--- src/shared/vic_pkg.sv ---
// ==========================================================
// shared constants for the vectored interrupt controller
// ==========================================================
package vic_pkg;

  // source indices; the three vectored ones first, in priority order
  localparam int NSRC     = 4;
  localparam int NVEC     = 3;
  localparam int SRC_TICK = 0;
  localparam int SRC_EXT  = 1;
  localparam int SRC_SER  = 2;
  localparam int SRC_TEST = 3;

  // ==========================================================
  // register map (byte addresses)
  // ==========================================================
  localparam int ADDR_W = 8;
  localparam logic [ADDR_W-1:0] OFF_REQ      = 8'h00;
  localparam logic [ADDR_W-1:0] OFF_REQ_SET  = 8'h04;
  localparam logic [ADDR_W-1:0] OFF_REQ_CLR  = 8'h08;
  localparam logic [ADDR_W-1:0] OFF_REQ_TCLR = 8'h0C;
  localparam logic [ADDR_W-1:0] OFF_ENA      = 8'h10;
  localparam logic [ADDR_W-1:0] OFF_ENA_SET  = 8'h14;
  localparam logic [ADDR_W-1:0] OFF_ENA_CLR  = 8'h18;
  localparam logic [ADDR_W-1:0] OFF_MODE     = 8'h1C;
  localparam logic [ADDR_W-1:0] OFF_CTRL     = 8'h20;
  localparam logic [ADDR_W-1:0] OFF_STAT     = 8'h24;

  // reset values
  localparam logic [NSRC-1:0] FLAGS_RST = 4'h0;
  localparam logic [3:0]      MODE_RST  = 4'h0;

  // mode nibble: bits 1:0 edge, bits 3:2 sampling clock
  localparam int MODE_EDGE_LO = 0;
  localparam int MODE_SCLK_LO = 2;
  localparam logic [1:0] EDGE_RISE = 2'h0;
  localparam logic [1:0] EDGE_FALL = 2'h1;
  localparam logic [1:0] EDGE_BOTH = 2'h2;
  localparam logic [1:0] EDGE_NONE = 2'h3;
  localparam logic [1:0] SCLK_A    = 2'h0;
  localparam logic [1:0] SCLK_B    = 2'h1;
  localparam logic [1:0] SCLK_C    = 2'h2;
  localparam int SCLK_DIV_B = 16;
  localparam int SCLK_DIV_C = 64;
  localparam int PRE_W      = 6;

  // control and status bit positions
  localparam int CTRL_IME = 0;
  localparam int STAT_IST = 0;
  localparam int STAT_PIN = 1;
  localparam int STAT_SVC = 2;

  // timing
  localparam int CLK_NS = 50;
  localparam int SVC_MC = 3;

  // bus answers
  localparam logic [1:0] RESP_OKAY   = 2'h0;
  localparam logic [1:0] RESP_SLVERR = 2'h2;

  // vector table: entry n sits at program address 2n
  localparam int VEC_W = 12;
  localparam logic [2:0] VENT_TICK = 3'h1;
  localparam logic [2:0] VENT_EXT  = 3'h2;
  localparam logic [2:0] VENT_SER  = 3'h4;

  typedef enum logic {VIC_IDLE, VIC_SVC} vic_state_t;

endpackage : vic_pkg

--- src/verilog/vic_pin_edge.sv ---
`timescale 1ns/100ps
// ==========================================================
// testable input: synchroniser and rising edge detect
// ==========================================================
module vic_pin_edge import vic_pkg::*; (
  input  wire logic sys_clk,
  input  wire logic sys_rst,
  input  wire logic pin,
  output logic      rise
);
  logic sync1_reg;
  logic sync2_reg;
  logic prev_reg;

  // no sampled filter here; narrow pulses are the driver's problem
  always_ff @(posedge sys_clk or posedge sys_rst) begin
    if (sys_rst) begin
      sync1_reg <= 1'b0;
      sync2_reg <= 1'b0;
      prev_reg  <= 1'b0;
      rise      <= 1'b0;
    end else begin
      sync1_reg <= pin;
      sync2_reg <= sync1_reg;
      prev_reg  <= sync2_reg;
      rise      <= sync2_reg & ~prev_reg;
    end
  end
endmodule : vic_pin_edge

--- src/verilog/vic_noise_filter.sv ---
`timescale 1ns/100ps
// ==========================================================
// external edge input: sampled noise filter
// ==========================================================
module vic_noise_filter import vic_pkg::*; (
  input  wire logic       sys_clk,
  input  wire logic       sys_rst,
  input  wire logic       pin,
  input  wire logic [1:0] sclk_sel,
  output logic            level,
  output logic            rise,
  output logic            fall
);
  logic [PRE_W-1:0] pre_reg;
  logic             sync1_reg;
  logic             sync2_reg;
  logic             samp_reg;
  logic             tick;

  // sampling strobe for the selected clock; code 3 acts as the slowest
  function automatic logic samp_tick(input logic [1:0] sel,
                                     input logic [PRE_W-1:0] cnt);
    logic t;
    t = 1'b0;
    unique case (sel)
      SCLK_A:  t = 1'b1;
      SCLK_B:  t = ((32'(cnt) % SCLK_DIV_B) == 0);
      default: t = ((32'(cnt) % SCLK_DIV_C) == 0);
    endcase
    return t;
  endfunction : samp_tick

  assign tick = samp_tick(sclk_sel, pre_reg);

  // free running prescaler
  always_ff @(posedge sys_clk or posedge sys_rst) begin
    if (sys_rst) pre_reg <= '0;
    else         pre_reg <= pre_reg + 1'b1;
  end

  // a level is taken only once two samples in a row agree
  always_ff @(posedge sys_clk or posedge sys_rst) begin
    if (sys_rst) begin
      sync1_reg <= 1'b0;
      sync2_reg <= 1'b0;
      samp_reg  <= 1'b0;
      level     <= 1'b0;
      rise      <= 1'b0;
      fall      <= 1'b0;
    end else begin
      sync1_reg <= pin;
      sync2_reg <= sync1_reg;
      rise      <= 1'b0;
      fall      <= 1'b0;
      if (tick) begin
        samp_reg <= sync2_reg;
        if (sync2_reg == samp_reg && sync2_reg != level) begin
          level <= sync2_reg;
          rise  <= sync2_reg;
          fall  <= ~sync2_reg;
        end
      end
    end
  end
endmodule : vic_noise_filter

--- src/verilog/vic_ctrl.sv ---
`timescale 1ns/100ps
// Contract
// - three vectored sources plus one testable input that never vectors
// - fixed priority: timer tick, then external edge, then serial done
// - vectors at 0002H tick, 0004H external edge, 0008H serial done
// - vector for entry n is read from program address 2n
// - testable input has an enable but never raises a vectored request
// - flags set by their event, cleared automatically when serviced
// - enable flag 1 permits its interrupt, 0 blocks it
// - vectored request whenever request flag and enable flag are both set
// - vectored requests release halt, except the external edge one
// - flags accessible per bit and as nibbles; atomic test-and-clear
// - flag set by software vectors exactly like a hardware event
// - reset clears every request and enable flag
// - external flag on selected edge; testable flag on rising edge only
// - external filter accepts a level after two equal samples
// - filter sampling clock chosen from three in the mode register
// - external pin read as port also goes through the filter
// - testable input has no sampled filter; driver supplies wide pulses
// - reset clears mode register, selecting rising edge
// - mode register written only as a whole nibble
// - acknowledge needs global enable and the source enable
// - reset clears global enable
// - acknowledge saves in-service bit then sets it; return restores
// - servicing takes three machine cycles before the routine starts
// - requests held pending while globally disabled
module vic_ctrl import vic_pkg::*; #(
  parameter int MC_CLKS = 1
) (
  input  wire logic              sys_clk,
  input  wire logic              sys_rst,
  input  wire logic [ADDR_W-1:0] s_axi_awaddr,
  input  wire logic              s_axi_awvalid,
  output logic                   s_axi_awready,
  input  wire logic [31:0]       s_axi_wdata,
  input  wire logic [3:0]        s_axi_wstrb,
  input  wire logic              s_axi_wvalid,
  output logic                   s_axi_wready,
  output logic [1:0]             s_axi_bresp,
  output logic                   s_axi_bvalid,
  input  wire logic              s_axi_bready,
  input  wire logic [ADDR_W-1:0] s_axi_araddr,
  input  wire logic              s_axi_arvalid,
  output logic                   s_axi_arready,
  output logic [31:0]            s_axi_rdata,
  output logic [1:0]             s_axi_rresp,
  output logic                   s_axi_rvalid,
  input  wire logic              s_axi_rready,
  input  wire logic              interval_tick_source,
  input  wire logic              serial_done_source,
  input  wire logic              ext_edge_source,
  input  wire logic              test_input_source,
  input  wire logic              cpu_ack,
  input  wire logic              irq_return_op,
  output logic                   irq_req,
  output logic [VEC_W-1:0]       irq_vector,
  output logic                   svc_start,
  output logic                   halt_release,
  output logic                   ext_port_level
);
  localparam int SVC_CLKS = SVC_MC * MC_CLKS;
  localparam int CNT_W    = $clog2(SVC_CLKS + 1);

  // ==========================================================
  // state
  // ==========================================================
  logic [NSRC-1:0]  source_request_flag;
  logic [NSRC-1:0]  source_enable_flag;
  logic [NSRC-1:0]  req_next;
  logic [NSRC-1:0]  ena_next;
  logic [3:0]       edge_mode_register;
  logic             global_irq_enable;
  logic             in_service_status;
  logic             ist_saved_reg;
  vic_state_t       state_reg;
  logic [CNT_W-1:0] svc_cnt_reg;
  logic [1:0]       win_reg;
  logic [NVEC-1:0]  vectored_request;
  logic             any_vreq;
  logic [1:0]       win_idx;
  logic             ack_take;
  logic             ext_rise;
  logic             ext_fall;
  logic             ext_hit;
  logic             test_rise;
  logic [NSRC-1:0]  hw_set;

  // ==========================================================
  // helpers
  // ==========================================================
  // lowest index wins, so the tick beats the edge beats serial
  function automatic logic [1:0] prio(input logic [NVEC-1:0] v);
    logic [1:0] r;
    r = 2'(SRC_SER);
    if (v[SRC_EXT])  r = 2'(SRC_EXT);
    if (v[SRC_TICK]) r = 2'(SRC_TICK);
    return r;
  endfunction : prio

  // table entry number, then program address 2n
  function automatic logic [VEC_W-1:0] vec_of(input logic [1:0] idx);
    logic [2:0] n;
    n = VENT_SER;
    if (idx == 2'(SRC_EXT))  n = VENT_EXT;
    if (idx == 2'(SRC_TICK)) n = VENT_TICK;
    return {{(VEC_W-4){1'b0}}, n, 1'b0};
  endfunction : vec_of

  // ==========================================================
  // pin conditioning
  // ==========================================================
  vic_noise_filter u_filt (
    .sys_clk  (sys_clk),
    .sys_rst  (sys_rst),
    .pin      (ext_edge_source),
    .sclk_sel (edge_mode_register[MODE_SCLK_LO +: 2]),
    .level    (ext_port_level),
    .rise     (ext_rise),
    .fall     (ext_fall)
  );

  vic_pin_edge u_test (
    .sys_clk (sys_clk),
    .sys_rst (sys_rst),
    .pin     (test_input_source),
    .rise    (test_rise)
  );

  // edge selection for the external source
  always_comb begin
    unique case (edge_mode_register[MODE_EDGE_LO +: 2])
      EDGE_RISE: ext_hit = ext_rise;
      EDGE_FALL: ext_hit = ext_fall;
      EDGE_BOTH: ext_hit = ext_rise | ext_fall;
      EDGE_NONE: ext_hit = 1'b0;
    endcase
  end

  always_comb begin
    hw_set           = '0;
    hw_set[SRC_TICK] = interval_tick_source;
    hw_set[SRC_EXT]  = ext_hit;
    hw_set[SRC_SER]  = serial_done_source;
    hw_set[SRC_TEST] = test_rise;
  end

  // ==========================================================
  // request logic
  // ==========================================================
  // testable bit left out on purpose: it only ever sets a flag
  assign vectored_request = source_request_flag[NVEC-1:0]
                          & source_enable_flag[NVEC-1:0];
  assign any_vreq = |vectored_request;
  assign win_idx  = prio(vectored_request);
  // flags stay untouched while masked, so they remain pending
  assign ack_take = cpu_ack & irq_req & any_vreq
                  & (state_reg == VIC_IDLE);

  // ==========================================================
  // bus slave
  // ==========================================================
  logic              aw_full_reg;
  logic              w_full_reg;
  logic [ADDR_W-1:0] awaddr_reg;
  logic [31:0]       wdata_reg;
  logic              wlow_reg;
  logic              wr_en;
  logic              wr_hit;
  logic              ar_hs;
  logic              rd_tclr;
  logic [31:0]       rd_mux;
  logic              rd_hit;

  assign wr_en   = aw_full_reg & w_full_reg & ~s_axi_bvalid;
  assign ar_hs   = s_axi_arvalid & s_axi_arready;
  assign rd_tclr = ar_hs & (s_axi_araddr == OFF_REQ_TCLR);

  always_comb begin
    unique case (awaddr_reg)
      OFF_REQ, OFF_REQ_SET, OFF_REQ_CLR, OFF_ENA, OFF_ENA_SET,
      OFF_ENA_CLR, OFF_MODE, OFF_CTRL: wr_hit = 1'b1;
      default:                         wr_hit = 1'b0;
    endcase
  end

  // address and data taken in either order, answer after both
  always_ff @(posedge sys_clk or posedge sys_rst) begin
    if (sys_rst) begin
      aw_full_reg   <= 1'b0;
      w_full_reg    <= 1'b0;
      awaddr_reg    <= '0;
      wdata_reg     <= '0;
      wlow_reg      <= 1'b0;
      s_axi_awready <= 1'b0;
      s_axi_wready  <= 1'b0;
      s_axi_bvalid  <= 1'b0;
      s_axi_bresp   <= RESP_OKAY;
    end else begin
      if (s_axi_awvalid & s_axi_awready) begin
        aw_full_reg   <= 1'b1;
        awaddr_reg    <= s_axi_awaddr;
        s_axi_awready <= 1'b0;
      end else if (!aw_full_reg && !s_axi_bvalid) begin
        s_axi_awready <= 1'b1;
      end
      if (s_axi_wvalid & s_axi_wready) begin
        w_full_reg   <= 1'b1;
        wdata_reg    <= s_axi_wdata;
        wlow_reg     <= s_axi_wstrb[0];
        s_axi_wready <= 1'b0;
      end else if (!w_full_reg && !s_axi_bvalid) begin
        s_axi_wready <= 1'b1;
      end
      if (wr_en) begin
        aw_full_reg  <= 1'b0;
        w_full_reg   <= 1'b0;
        s_axi_bvalid <= 1'b1;
        s_axi_bresp  <= wr_hit ? RESP_OKAY : RESP_SLVERR;
      end else if (s_axi_bready) begin
        s_axi_bvalid <= 1'b0;
      end
    end
  end

  // read mux; reserved bits read as zero
  always_comb begin
    rd_mux = '0;
    rd_hit = 1'b1;
    unique case (s_axi_araddr)
      OFF_REQ, OFF_REQ_TCLR: rd_mux[NSRC-1:0] = source_request_flag;
      OFF_ENA:               rd_mux[NSRC-1:0] = source_enable_flag;
      OFF_MODE:              rd_mux[3:0]      = edge_mode_register;
      OFF_CTRL:              rd_mux[CTRL_IME] = global_irq_enable;
      OFF_STAT: begin
        rd_mux[STAT_IST] = in_service_status;
        rd_mux[STAT_PIN] = ext_port_level;
        rd_mux[STAT_SVC] = (state_reg == VIC_SVC);
      end
      OFF_REQ_SET, OFF_REQ_CLR, OFF_ENA_SET, OFF_ENA_CLR: ;
      default: rd_hit = 1'b0;
    endcase
  end

  // read answer one cycle after the address is taken
  always_ff @(posedge sys_clk or posedge sys_rst) begin
    if (sys_rst) begin
      s_axi_arready <= 1'b0;
      s_axi_rvalid  <= 1'b0;
      s_axi_rdata   <= '0;
      s_axi_rresp   <= RESP_OKAY;
    end else if (ar_hs) begin
      s_axi_arready <= 1'b0;
      s_axi_rvalid  <= 1'b1;
      s_axi_rdata   <= rd_mux;
      s_axi_rresp   <= rd_hit ? RESP_OKAY : RESP_SLVERR;
    end else if (s_axi_rvalid) begin
      if (s_axi_rready) s_axi_rvalid <= 1'b0;
    end else begin
      s_axi_arready <= 1'b1;
    end
  end

  // ==========================================================
  // flags
  // ==========================================================
  // set beats clear everywhere, so no event is lost to a clear
  always_comb begin
    logic [NSRC-1:0] set_v;
    logic [NSRC-1:0] clr_v;
    set_v = hw_set;
    clr_v = '0;
    if (ack_take) clr_v[win_idx] = 1'b1;
    if (rd_tclr)  clr_v = clr_v | source_request_flag;
    if (wr_en && wlow_reg) begin
      unique case (awaddr_reg)
        OFF_REQ: begin
          clr_v = '1;
          set_v = set_v | wdata_reg[NSRC-1:0];
        end
        OFF_REQ_SET: set_v = set_v | wdata_reg[NSRC-1:0];
        OFF_REQ_CLR: clr_v = clr_v | wdata_reg[NSRC-1:0];
        default: ;
      endcase
    end
    req_next = (source_request_flag & ~clr_v) | set_v;
  end

  always_comb begin
    ena_next = source_enable_flag;
    if (wr_en && wlow_reg) begin
      unique case (awaddr_reg)
        OFF_ENA:     ena_next = wdata_reg[NSRC-1:0];
        OFF_ENA_SET: ena_next = ena_next | wdata_reg[NSRC-1:0];
        OFF_ENA_CLR: ena_next = ena_next & ~wdata_reg[NSRC-1:0];
        default: ;
      endcase
    end
  end

  always_ff @(posedge sys_clk or posedge sys_rst) begin
    if (sys_rst) begin
      source_request_flag <= FLAGS_RST;
      source_enable_flag  <= FLAGS_RST;
    end else begin
      source_request_flag <= req_next;
      source_enable_flag  <= ena_next;
    end
  end

  // mode and global enable; mode only as a whole nibble
  always_ff @(posedge sys_clk or posedge sys_rst) begin
    if (sys_rst) begin
      edge_mode_register <= MODE_RST;
      global_irq_enable  <= 1'b0;
    end else if (wr_en && wlow_reg) begin
      if (awaddr_reg == OFF_MODE)
        edge_mode_register <= wdata_reg[3:0];
      if (awaddr_reg == OFF_CTRL)
        global_irq_enable <= wdata_reg[CTRL_IME];
    end
  end

  // ==========================================================
  // acknowledge sequence
  // ==========================================================
  always_ff @(posedge sys_clk or posedge sys_rst) begin
    if (sys_rst) begin
      state_reg     <= VIC_IDLE;
      svc_cnt_reg   <= '0;
      win_reg       <= '0;
      svc_start     <= 1'b0;
      in_service_status <= 1'b0;
      ist_saved_reg <= 1'b0;
    end else begin
      svc_start <= 1'b0;
      unique case (state_reg)
        VIC_IDLE: if (ack_take) begin
          state_reg         <= VIC_SVC;
          svc_cnt_reg       <= CNT_W'(SVC_CLKS - 1);
          win_reg           <= win_idx;
          ist_saved_reg     <= in_service_status;
          in_service_status <= 1'b1;
        end
        VIC_SVC: begin
          if (svc_cnt_reg == '0) begin
            state_reg <= VIC_IDLE;
            svc_start <= 1'b1;
          end else begin
            svc_cnt_reg <= svc_cnt_reg - 1'b1;
          end
        end
      endcase
      if (irq_return_op && !ack_take)
        in_service_status <= ist_saved_reg;
    end
  end

  // ==========================================================
  // outputs to the core
  // ==========================================================
  always_ff @(posedge sys_clk or posedge sys_rst) begin
    if (sys_rst) begin
      irq_req      <= 1'b0;
      irq_vector   <= '0;
      halt_release <= 1'b0;
    end else begin
      irq_req <= global_irq_enable & ~in_service_status & any_vreq
               & (state_reg == VIC_IDLE) & ~ack_take;
      irq_vector <= (state_reg == VIC_SVC) ? vec_of(win_reg)
                                           : vec_of(win_idx);
      halt_release <= |(vectored_request
                        & ~(NVEC'(1) << SRC_EXT));
    end
  end
endmodule : vic_ctrl

--- config.mk ---
export PLATFORM = sky130hd
export DESIGN_NAME = vic_ctrl
export DESIGN_NICKNAME = d
export VERILOG_FILES = /design/src/shared/vic_pkg.sv /design/src/verilog/vic_pin_edge.sv /design/src/verilog/vic_noise_filter.sv /design/src/verilog/vic_ctrl.sv
export SDC_FILE = /design/constraint.sdc
export NUM_CORES = 1
export LEC_CHECK = 0
export BUFFER_PORTS_ARGS = -buffer_cell sky130_fd_sc_hd__buf_2
export CAP_MARGIN = 10
export CORE_ASPECT_RATIO = 1.75
export CORE_MARGIN = 1
export CORE_UTILIZATION = 45
export CTS_CLUSTER_DIAMETER = 150
export DETAILED_ROUTE_END_ITERATION = 10
export MAX_ROUTING_LAYER = met4
export PLACE_DENSITY = 0.75
export SYNTH_ARGS = -nofsm -noshare
export SYNTH_HDL_FRONTEND = slang
export SYNTH_SLANG_ARGS = --single-unit
export TNS_END_PERCENT = 1
--- constraint.sdc ---
create_clock -name sys_clk -period 2.6 [get_ports sys_clk]
set_input_delay 0.13 -clock sys_clk [delete_from_list [all_inputs] [get_ports sys_clk]]
set_output_delay 0.13 -clock sys_clk [all_outputs]
set_load 0.02 [all_outputs]
[Word-level counts from Yosys, hierarchy flattened]
Index checks and enable logic that the tools add are counted.
Operators by class
  equal/unequal tests: 28
  order comparisons: 2
  mux-type cells: 55
  bitwise operators: 31
  reduce and logical (&&, ||, !) cells: 39
  add/subtract/negate cells: 2
Operator list (number)
  8-bit by 5-bit equality test with 1-bit output, second input constant: 8
  32-bit zero test: 2
  1-bit 2-to-1 mux: 29
  8-bit by 4-bit equality test with 1-bit output, second input constant: 3
  8-bit by 6-bit equality test with 1-bit output, second input constant: 3
  4-bit 2-to-1 mux: 6
  4-bit bitwise OR: 5
  8-bit by 3-bit equality test with 1-bit output, second input constant: 2
  8-bit zero test: 2
  1-bit bitwise AND: 14
  2-bit AND reduction: 7
  2-bit 2-to-1 mux: 6
  3-bit 2-to-1 mux: 4
  4-bit case mux with 3 select lines: 1
  2-bit nonzero test: 6
  2-bit zero test: 5
  10-bit OR reduction: 1
  4-bit bitwise AND: 2
  2-bit by 1-bit equality test with 1-bit output, second input constant: 4
  4-bit inverter: 2
  2-bit case mux with 4 select lines: 1
  4-bit case mux with 2 select lines: 1
  8-bit OR reduction: 1
  6-bit by 1-bit adder with 6-bit output, second input constant: 1
  other kinds (22): 41
Storage, ports and cells
  output and inout port bits: 57
  bits in registers: 71
  input port bits: 65

[Logic depth before layout (Yosys ltp)]
Gate-level depths: netlist of the first run.
  depth after elaboration: 16
  gate-level depth with buffers: 6

[By module]
From an unflattened synthesis of the first run, not the netlist that was laid out.
Second synthesis, totals
  cells, all modules: 309
  area, all modules: 3377.0 um2
By module, submodules not included
  vic_ctrl: cells an instance 266, instances 1, seq. area each 1301.2 um2, area each 2756.4 um2
  vic_noise_filter: cells an instance 37, instances 1, seq. area each 300.3 um2, area each 503.0 um2
  vic_pin_edge: cells an instance 6, instances 1, seq. area each 100.1 um2, area each 117.6 um2

[Worst setup path before layout of the first run]
OpenSTA, ideal clock, no wires.
  kind: reg-to-reg
  from: reg u_filt.pre_reg[0]
  to: reg u_filt.samp_reg
  period minus slack after synthesis: 1.976 ns
  setup slack: 0.624 ns
  data required time: 2.475 ns
  cell stages (with the launch flop): 7
  arrival: 1.852 ns
  path through: dfrtp_1 -> inv_1 -> ha_1 -> or3b_2 -> o31a_1 -> or2_2 -> mux2_2
Between the ends
  word-level cells in the longest chain between the ends: 2
  elaborated cells between the ends (all ways): 3
  those cells by class: 1 x mux; 2 x reduce/logical
RTL lines
  from (decl): RTL line vic_noise_filter.sv:14  | logic [PRE_W-1:0] pre_reg;
  from (signal assigned): RTL line vic_noise_filter.sv:38  | else pre_reg <= pre_reg + 1'b1;
  32-bit zero test, on equally long branches: RTL line vic_noise_filter.sv:28, vic_noise_filter.sv:27
  1-bit case mux with 2 select lines (*): RTL line vic_noise_filter.sv:25  | unique case (sel)
  to (signal assigned): RTL line vic_noise_filter.sv:56  | samp_reg <= sync2_reg;
  to (decl): RTL line vic_noise_filter.sv:17  | logic samp_reg;
Every way passes the cells marked *; elsewhere a longest branch is shown, timed or not.
A chain may end at the register's enable or synchronous reset.

[Worst setup path after layout of the first run]
  from: reg u_filt.pre_reg[0]
  to: reg u_filt.fall
Between the ends
  word-level cells in the longest chain between the ends: 3
  elaborated cells between the ends (all ways): 4
  those cells by class: 2 x mux; 2 x reduce/logical
RTL lines
  32-bit zero test, on equally long branches: RTL line vic_noise_filter.sv:28, vic_noise_filter.sv:27
  1-bit case mux with 2 select lines (*): RTL line vic_noise_filter.sv:25
  1-bit 2-to-1 mux (*): RTL line vic_noise_filter.sv:55  | if (tick) begin
  to (signal assigned): RTL line vic_noise_filter.sv:60  | fall <= ~sync2_reg;
  to (decl): RTL line vic_noise_filter.sv:12  | output logic fall
Marked as above.

==> results of run 1 <==
==> cells in the final DEF (no fill, tap or decap), types with 3 or more instances in the layout <==
cell type / instances
o21a_1: 3
a22o_1: 7
nand2_1: 28
a21oi_1: 11
nor2_1: 7
buf_2: 51
dfrtp_1: 68
nand3_1: 11
mux2i_1: 4
conb_1: 39
and3_1: 3
or2_2: 4
ha_1: 3
nor3_1: 4
nand2b_1: 3
inv_1: 14
nand3b_1: 9
a21o_1: 3
clkbuf_16: 9
mux2_2: 21
xnor2_1: 3
dlygate4sd3_1: 4
o21ai_0: 15
==> kinds of logic after synthesis <==
family | after synthesis
xor gates and xnor gates | 4
DFF | 68
and+or+nand+nor | 87
adders and majority gates | 3
other | 1
AOI/OAI and AO/OA | 60
buffers and inverters | 63
muxes | 25
==> report_power, final <==
part,switching (W),internal [W],total (W)
Clock,0.000400,0.000781,0.00118
Combinational,0.000400,0.000295,0.000696
Sequential,0.000219,0.00127,0.00149
==> layer usage <==
metal  routed length [um]  GRT usage [%]  share of wire, %  up-vias
met5                    0              -                 0        -
met4                  237          12.62               3.9        0
met3                  269          4.785               4.4       17
met2                 3282          29.53                54       88
met1                 2311          19.22                38     1127
li1                     -              -                 -     1132
==> worst max-delay path by stage <==
| stage | startpoint | endpoint | slack, ps | cells past startpoint |
|---|---|---|---|---|
| 2_1_floorplan | u_filt.pre_reg[0] | u_filt.samp_reg | 620 | 6 |
| 3_3_place_gp | u_filt.pre_reg[0] | u_filt.samp_reg | 570 | 6 |
| 3_5_place_dp | u_filt.pre_reg[0] | u_filt.fall | 500 | 6 |
| 4_1_cts | u_filt.pre_reg[0] | u_filt.fall | 480 | 6 |
| 5_1_grt | u_filt.pre_reg[0] | u_filt.fall | 420 | 6 |
| 6_report | u_filt.pre_reg[0] | u_filt.fall | 470 | 6 |
==> metrics by stage <==
step	hold slack (ps)	setup WS, ps
CTS	9.684	479.7
floorplan	161.4	623.6
global route	28.99	415.7
global placement	238.9	569.2
finish	17.11	466.3
detailed placement	240.9	502.5
==> worst register-to-register path: stages (launching register included) <==
cell	delay [ps]
dfrtp_1	410
inv_1	90
ha_1	150
or3b_2	460
o31a_1	270
or2_2	340
nor4b_1	300
==> layout make-up <==
class,count,area [sq um]
fillers,655,3361
flip-flops and latches,68,1702
multi-input cells,218,1413
repair buffers,56,302.8
clock buffers,12,256.5
well taps,86,107.6
inverters,15,56.30
clock inverters,2,35.03
==> metrics.md, run 1 <==
| Metric | Value |
|---|---|
| Status | finished clean |
| Post-route clock period utilization | between 80% and 90% |
| H-tree depth | 3 |
| R2R Path End | u_filt.fall |
| Die ar. | between 7000 and 8000 sq um |
| Post-route ant nets | 0 |
| Final instance area | about 3900 sq um |
| GPL Wtd Cong | slightly below 0.9 |
| Critical path capture point type | register |
| Inst Count DP | approximately 440 |
| Post-Synth Adder-Cell Area | 1.119% |
| Top cells by count, synth | dfrtp_1, buf_4, nand2_1, mux2_2 |
| Layout cell share with drive strength beyond 1 | around 27% |
| Final Non-Filler Cells | 457 |
| Most frequent cell after synthesis | dfrtp_1 |
| Syn Area/Cell | ~11 sq um |
| Final wirelength | 6.100 mm |
| Reg clk slew, reported paths | around 50 ps |
| Clk Latency, worst-skew pair | between 300 and 400 ps |
| Static Leak | roughly 1.9 nW |
| Sequential fraction of the synthesis area | between 50% and 60% |
| Startpoint Class | register |
| Final Core Density | 53.54% |
| Largest area contributor in the netlist | dfrtp_1 |
| Via count | around 2400 |
| Worst path max stage delay | ~460 ps |
| Fin Setup TNS | 0 ps |
| Minimum clock period | roughly 2100 ps |
| Worst R2R Start | u_filt.pre_reg[0] |
| Cts bufs inserted | 9 |
| I/O pin cnt | approximately 120 |
| Crit-path cells | inv_1 > ha_1 > or3b_2 > o31a_1 > or2_2 > nor4b_1 |
| Die X | 67.27 um |
| Post-synth top area share | between 50% and 60% |
| Worst Path Max Fanout | 4 |
| HP Start | serial_done_source |
| Cells on worst reg2reg path | 6 |
| Hold endpoint | source_request_flag[2] |
| CTS Sinks | 68 |
| Post-synthesis xor/xnor area fraction | ~1.0% |
| Clock root buffer | clkbuf_16 |
| GR Overflow Total | 0 |
| Die Ht | 116.2 um |
| Final hold violation count | 0 |
| Gr usage total | a little under a fifth |
| Post-synth EDFFs | 0 |
| # Post-CTS Setup Buffers | 0 |
| Synth Area in Simple Gates | around 15% |
| Relative slew slack | approximately 44% |
| Setup Crit Path Kind | reg2reg |
| Syn Inst Count | 311 |
| Area contributors post-synth | dfrtp_1, buf_4, mux2_2, nand2_1, o21ai_0 |
| Vias/cell | approximately 5.2 |
| Resize count post-CTS | 0 |
| Worst path slowest cell | or3b_2 |
| Fmax | about 470 MHz |
| HP Class | in2reg |
| Post-synthesis mux area share | under 10% |
| CP bufs+invs | 1 |
| Antenna Cells | 0 |
| First-pass GRT wire length | between 10 and 15 mm |
| Clk buf depth | 2 |
| Initial Util | 46.38% |
| I/O Buffers | 51 |
| Compound-Gate Fraction of Synth Area | between 10% and 20% |
| Hold_buf cts | 4 |
| Critical path required time | ~2800 ps |
| Drt pass-1 iters | 4 |
| Synth Cell Area | approximately 3400 sq um |
| Crit path DAT | 2340 ps |
| CP top delay family | simple AND/OR/NAND/NOR gates |
| Antenna violations before repair | 0 |
| Peak VDD IR | roughly 0.00054 V |
| Nets | 436 |
| Row count | between 40 and 50 |
| Synth Flop Type | dfrtp_1 |
| Vias in the first global route | approximately 2300 |
| Pin count of the biggest net entering global routing | slightly below 70 |
| Main combinational cell family by area after synthesis | simple AND/OR/NAND/NOR gates |
| Clock skew | about 7.1 ps |
| Setup violations, final | 0 |
| Syn. warnings | 0 |
| DRC violations left | 0 |
| Worst Tran Pin Value | ~830 ps |
| CTS tree | yes |
| Final Total Pwr | 0.003362 W |
| Max FFs per register | 8 |
| Total core area | just over 7000 sq um |
| Area Overhead vs Synth | 15.44% |
| Placement Cell Area | between 3000 and 4000 sq um |
| Slew Limit Fails | 0 |
| Fraction of registers with async set/reset | 100.0% |
| Reg2Reg Setup Slack | ~470 ps |
| Hold depth | 2 |
| Flops & latches, synth | 68 |
| Iteration-0 DRC Markers | 106 |
| RSZ-0062 raised after global routing | false |
| Max Cap Viol | 0 |
| Pwr Density | a little under 900 nW/um^2 |
| Post-synthesis cell type count | 52 |
| Wire per inst | roughly 13 um |
| DP HPWL | ~4.6 mm |
(Power assumes the default switching activity.)
==> inputs of run 2 (changes only) <==
PLACE_DENSITY = 0.78   (was 0.75)
clock period = 1.7 ns   (was 2.6 ns; I/O delays follow)
==> metrics.md, run 2 (synthesis gave the netlist of run 1 again) <==
| Metric | Value |
|---|---|
| Post-route clock period utilization | 109.3% (+27 points) |
| Area Overhead vs Synth | 24.43% |
| Inst Count DP | 456 (+3.9%) |
| Worst setup margin | -158.2 ps (-624.5 ps) |
| Die Ht | 116.2 um (unchanged) |
| Relative slew slack | 65.36% (+21 points) |
| Row count | 41 (unchanged) |
| Pin count of the biggest net entering global routing | 48 (-30%) |
| DRC violations left | 0 (unchanged) |
| Filler Cell Count | 633 (-3.4%) |
| Die ar. | 7817 sq um (unchanged) |
| Layout cell share with drive strength beyond 1 | 30.45% (+3.5 points) |
| H-tree depth | 3 (unchanged) |
| Critical path required time | 1910 ps (-900 ps) |
| Peak VDD IR | 0.0009495 V (+75%) |
| Failing checks | setup timing |
| GR Overflow Total | 0 (unchanged) |
| Pwr Density | 1254 nW/um^2 (+44%) |
| Initial Util | 46.38% (unchanged) |
| Gr usage total | 20.08% (+1.7 points) |
| Cts bufs inserted | 9 (unchanged) |
| Via count | 2497 (+5.6%) |
| Max FFs per register | 8 (unchanged) |
| First-pass GRT wire length | 11.18 mm (+9.4%) |
| I/O Buffers | 51 (unchanged) |
| Antenna violations before repair | 0 (unchanged) |
| Vias/cell | 5.096 (-1.5%) |
| Drt pass-1 iters | 4 (unchanged) |
| Worst Path Max Fanout | 4 (unchanged) |
| Fmax | 538.2 MHz (+15%) |
| CTS Sinks | 68 (unchanged) |
| Vias in the first global route | 2494 (+9.7%) |
| Status | finished, violations left |
| Clock root buffer | clkbuf_16 |
| Area of the multi-input gates | 1453 sq um (+2.8%) |
| Clk buf depth | 2 (unchanged) |
| DP HPWL | 5.025 mm (+10%) |
| Iteration-0 DRC Markers | 167 (+58%) |
| I/O pin cnt | 122 (unchanged) |
| Setup violations, final | 16 (+16) |
| Final hold violation count | 0 (unchanged) |
| Static Leak | 2.016 nW (+8.1%) |
| Reg clk slew, reported paths | 50 ps (about the same) |
| CTS tree | yes |
| Most frequent cells in the layout | dfrtp_1, buf_2, conb_1, nand2_1, mux2_2 |
| Clock skew | 5.212 ps (-1.853 ps) |
| Total core area | 7233 sq um (unchanged) |
| Critical path capture point type | register |
| Antenna Cells | 0 (unchanged) |
| Crit path DAT | 2060 ps (-280 ps) |
| Die X | 67.27 um (unchanged) |
| HP Class | in2reg |
| Minimum clock period | 1858 ps (-275.5 ps) |
| Slew Limit Fails | 0 (unchanged) |
| Post-route ant nets | 0 (unchanged) |
| Place WS | -232.0 ps (-734.5 ps) |
| Commonest non-fill, non-tap cell in the layout | dfrtp_1 |
| Worst Tran Pin Value | 512.4 ps (-320.9 ps) |
| Final wirelength | 6.854 mm (+12%) |
| GPL Wtd Cong | 0.9007 (+1.9%) |
| Final Non-Filler Cells | 490 (+7.2%) |
| Register area | 1702 sq um (unchanged) |
| Setup Crit Path Kind | reg2reg |
| Wire per inst | 13.99 um (+4.8%) |
| Max Cap Viol | 0 (unchanged) |
| Clk Latency, worst-skew pair | 320 ps (about the same) |
| Nets | 468 (+7.3%) |
| RSZ-0062 raised after global routing | true |
| Startpoint Class | register |
## run 2: path summary, 6_finish.rpt
kind / cells after the start / startpoint / slack (ps) / end
max: 6 / u_filt.pre_reg[0] / -160 / u_filt.samp_reg
min: 2 / s_axi_awaddr[0] / 10 / awaddr_reg[0]
max reg2reg: 6 / u_filt.pre_reg[0] / -160 / u_filt.samp_reg
min reg2reg: 0 / u_test.sync1_reg / 350 / u_test.sync2_reg
max in group asynchronous: 4 / sys_rst / 770 / edge_mode_register[2]
min in group asynchronous: 3 / sys_rst / 330 / awaddr_reg[5]
## run 2: power breakdown
part / internal, W / total, W / switching, W
clock network: 0.00105 / 0.00165 / 0.000599
logic: 0.000590 / 0.00133 / 0.000738
registers: 0.00194 / 0.00226 / 0.000319
total: 0.00358 / 0.00523 / 0.00166
## run 2: worst max-delay path, cell delays in order, from the launching register on
cell	delay, ps
dfrtp_1	390
inv_2	70
ha_1	130
or3b_4	370
o31a_1	250
or2_4	260
mux2_2	270
## run 2: repair_timing
action,4_1_cts,5_1_grt
setup endpoints to repair,17,17
buffers inserted,3,0
resized for setup,3,3
hold endpoints to repair,36,0
pin swaps,3,1
hold buffers,16,0
## run 2: cell type report
class	count	share of cell area, %
Sequential cell	68	40.77
Clock inverter	2	0.2398
Tap cell	86	2.578
Clock buffer	13	6.235
Inverter	15	1.349
Multi-Input combinational cell	218	34.80
Timing Repair Buffer	88	14.03
## run 2: per-layer routing
layer / track usage [%] / routed length, um / vias up / part of all wire [%]
li1: - / - / 1197 / -
met2: 36.40 / 4005 / 87 / 58
met3: 4.492 / 257 / 15 / 3.7
met4: 10.64 / 241 / 0 / 3.5
met1: 18.89 / 2349 / 1198 / 34
met5: - / 0 / - / 0
## run 2: metrics by stage
stage | total power, W | hold slack, ps | area, sq um | util (%) | setup TNS (ps)
6_report | 0.005234 | 10.57 | 4174 | 57.71 | -1250
5_1_grt | 0.005502 | 11.42 | 4174 | 57.71 | -2659
4_1_cts | 0.005273 | 4.794 | 4163 | 57.55 | -1747
3_5_place_dp | 0.003523 | 133.6 | 3686 | 50.96 | -2073
3_3_place_gp | 0.003471 | 121.3 | 3686 | 50.96 | -1518
2_1_floorplan | 0.003107 | 116.4 | 3502 | - | -7334
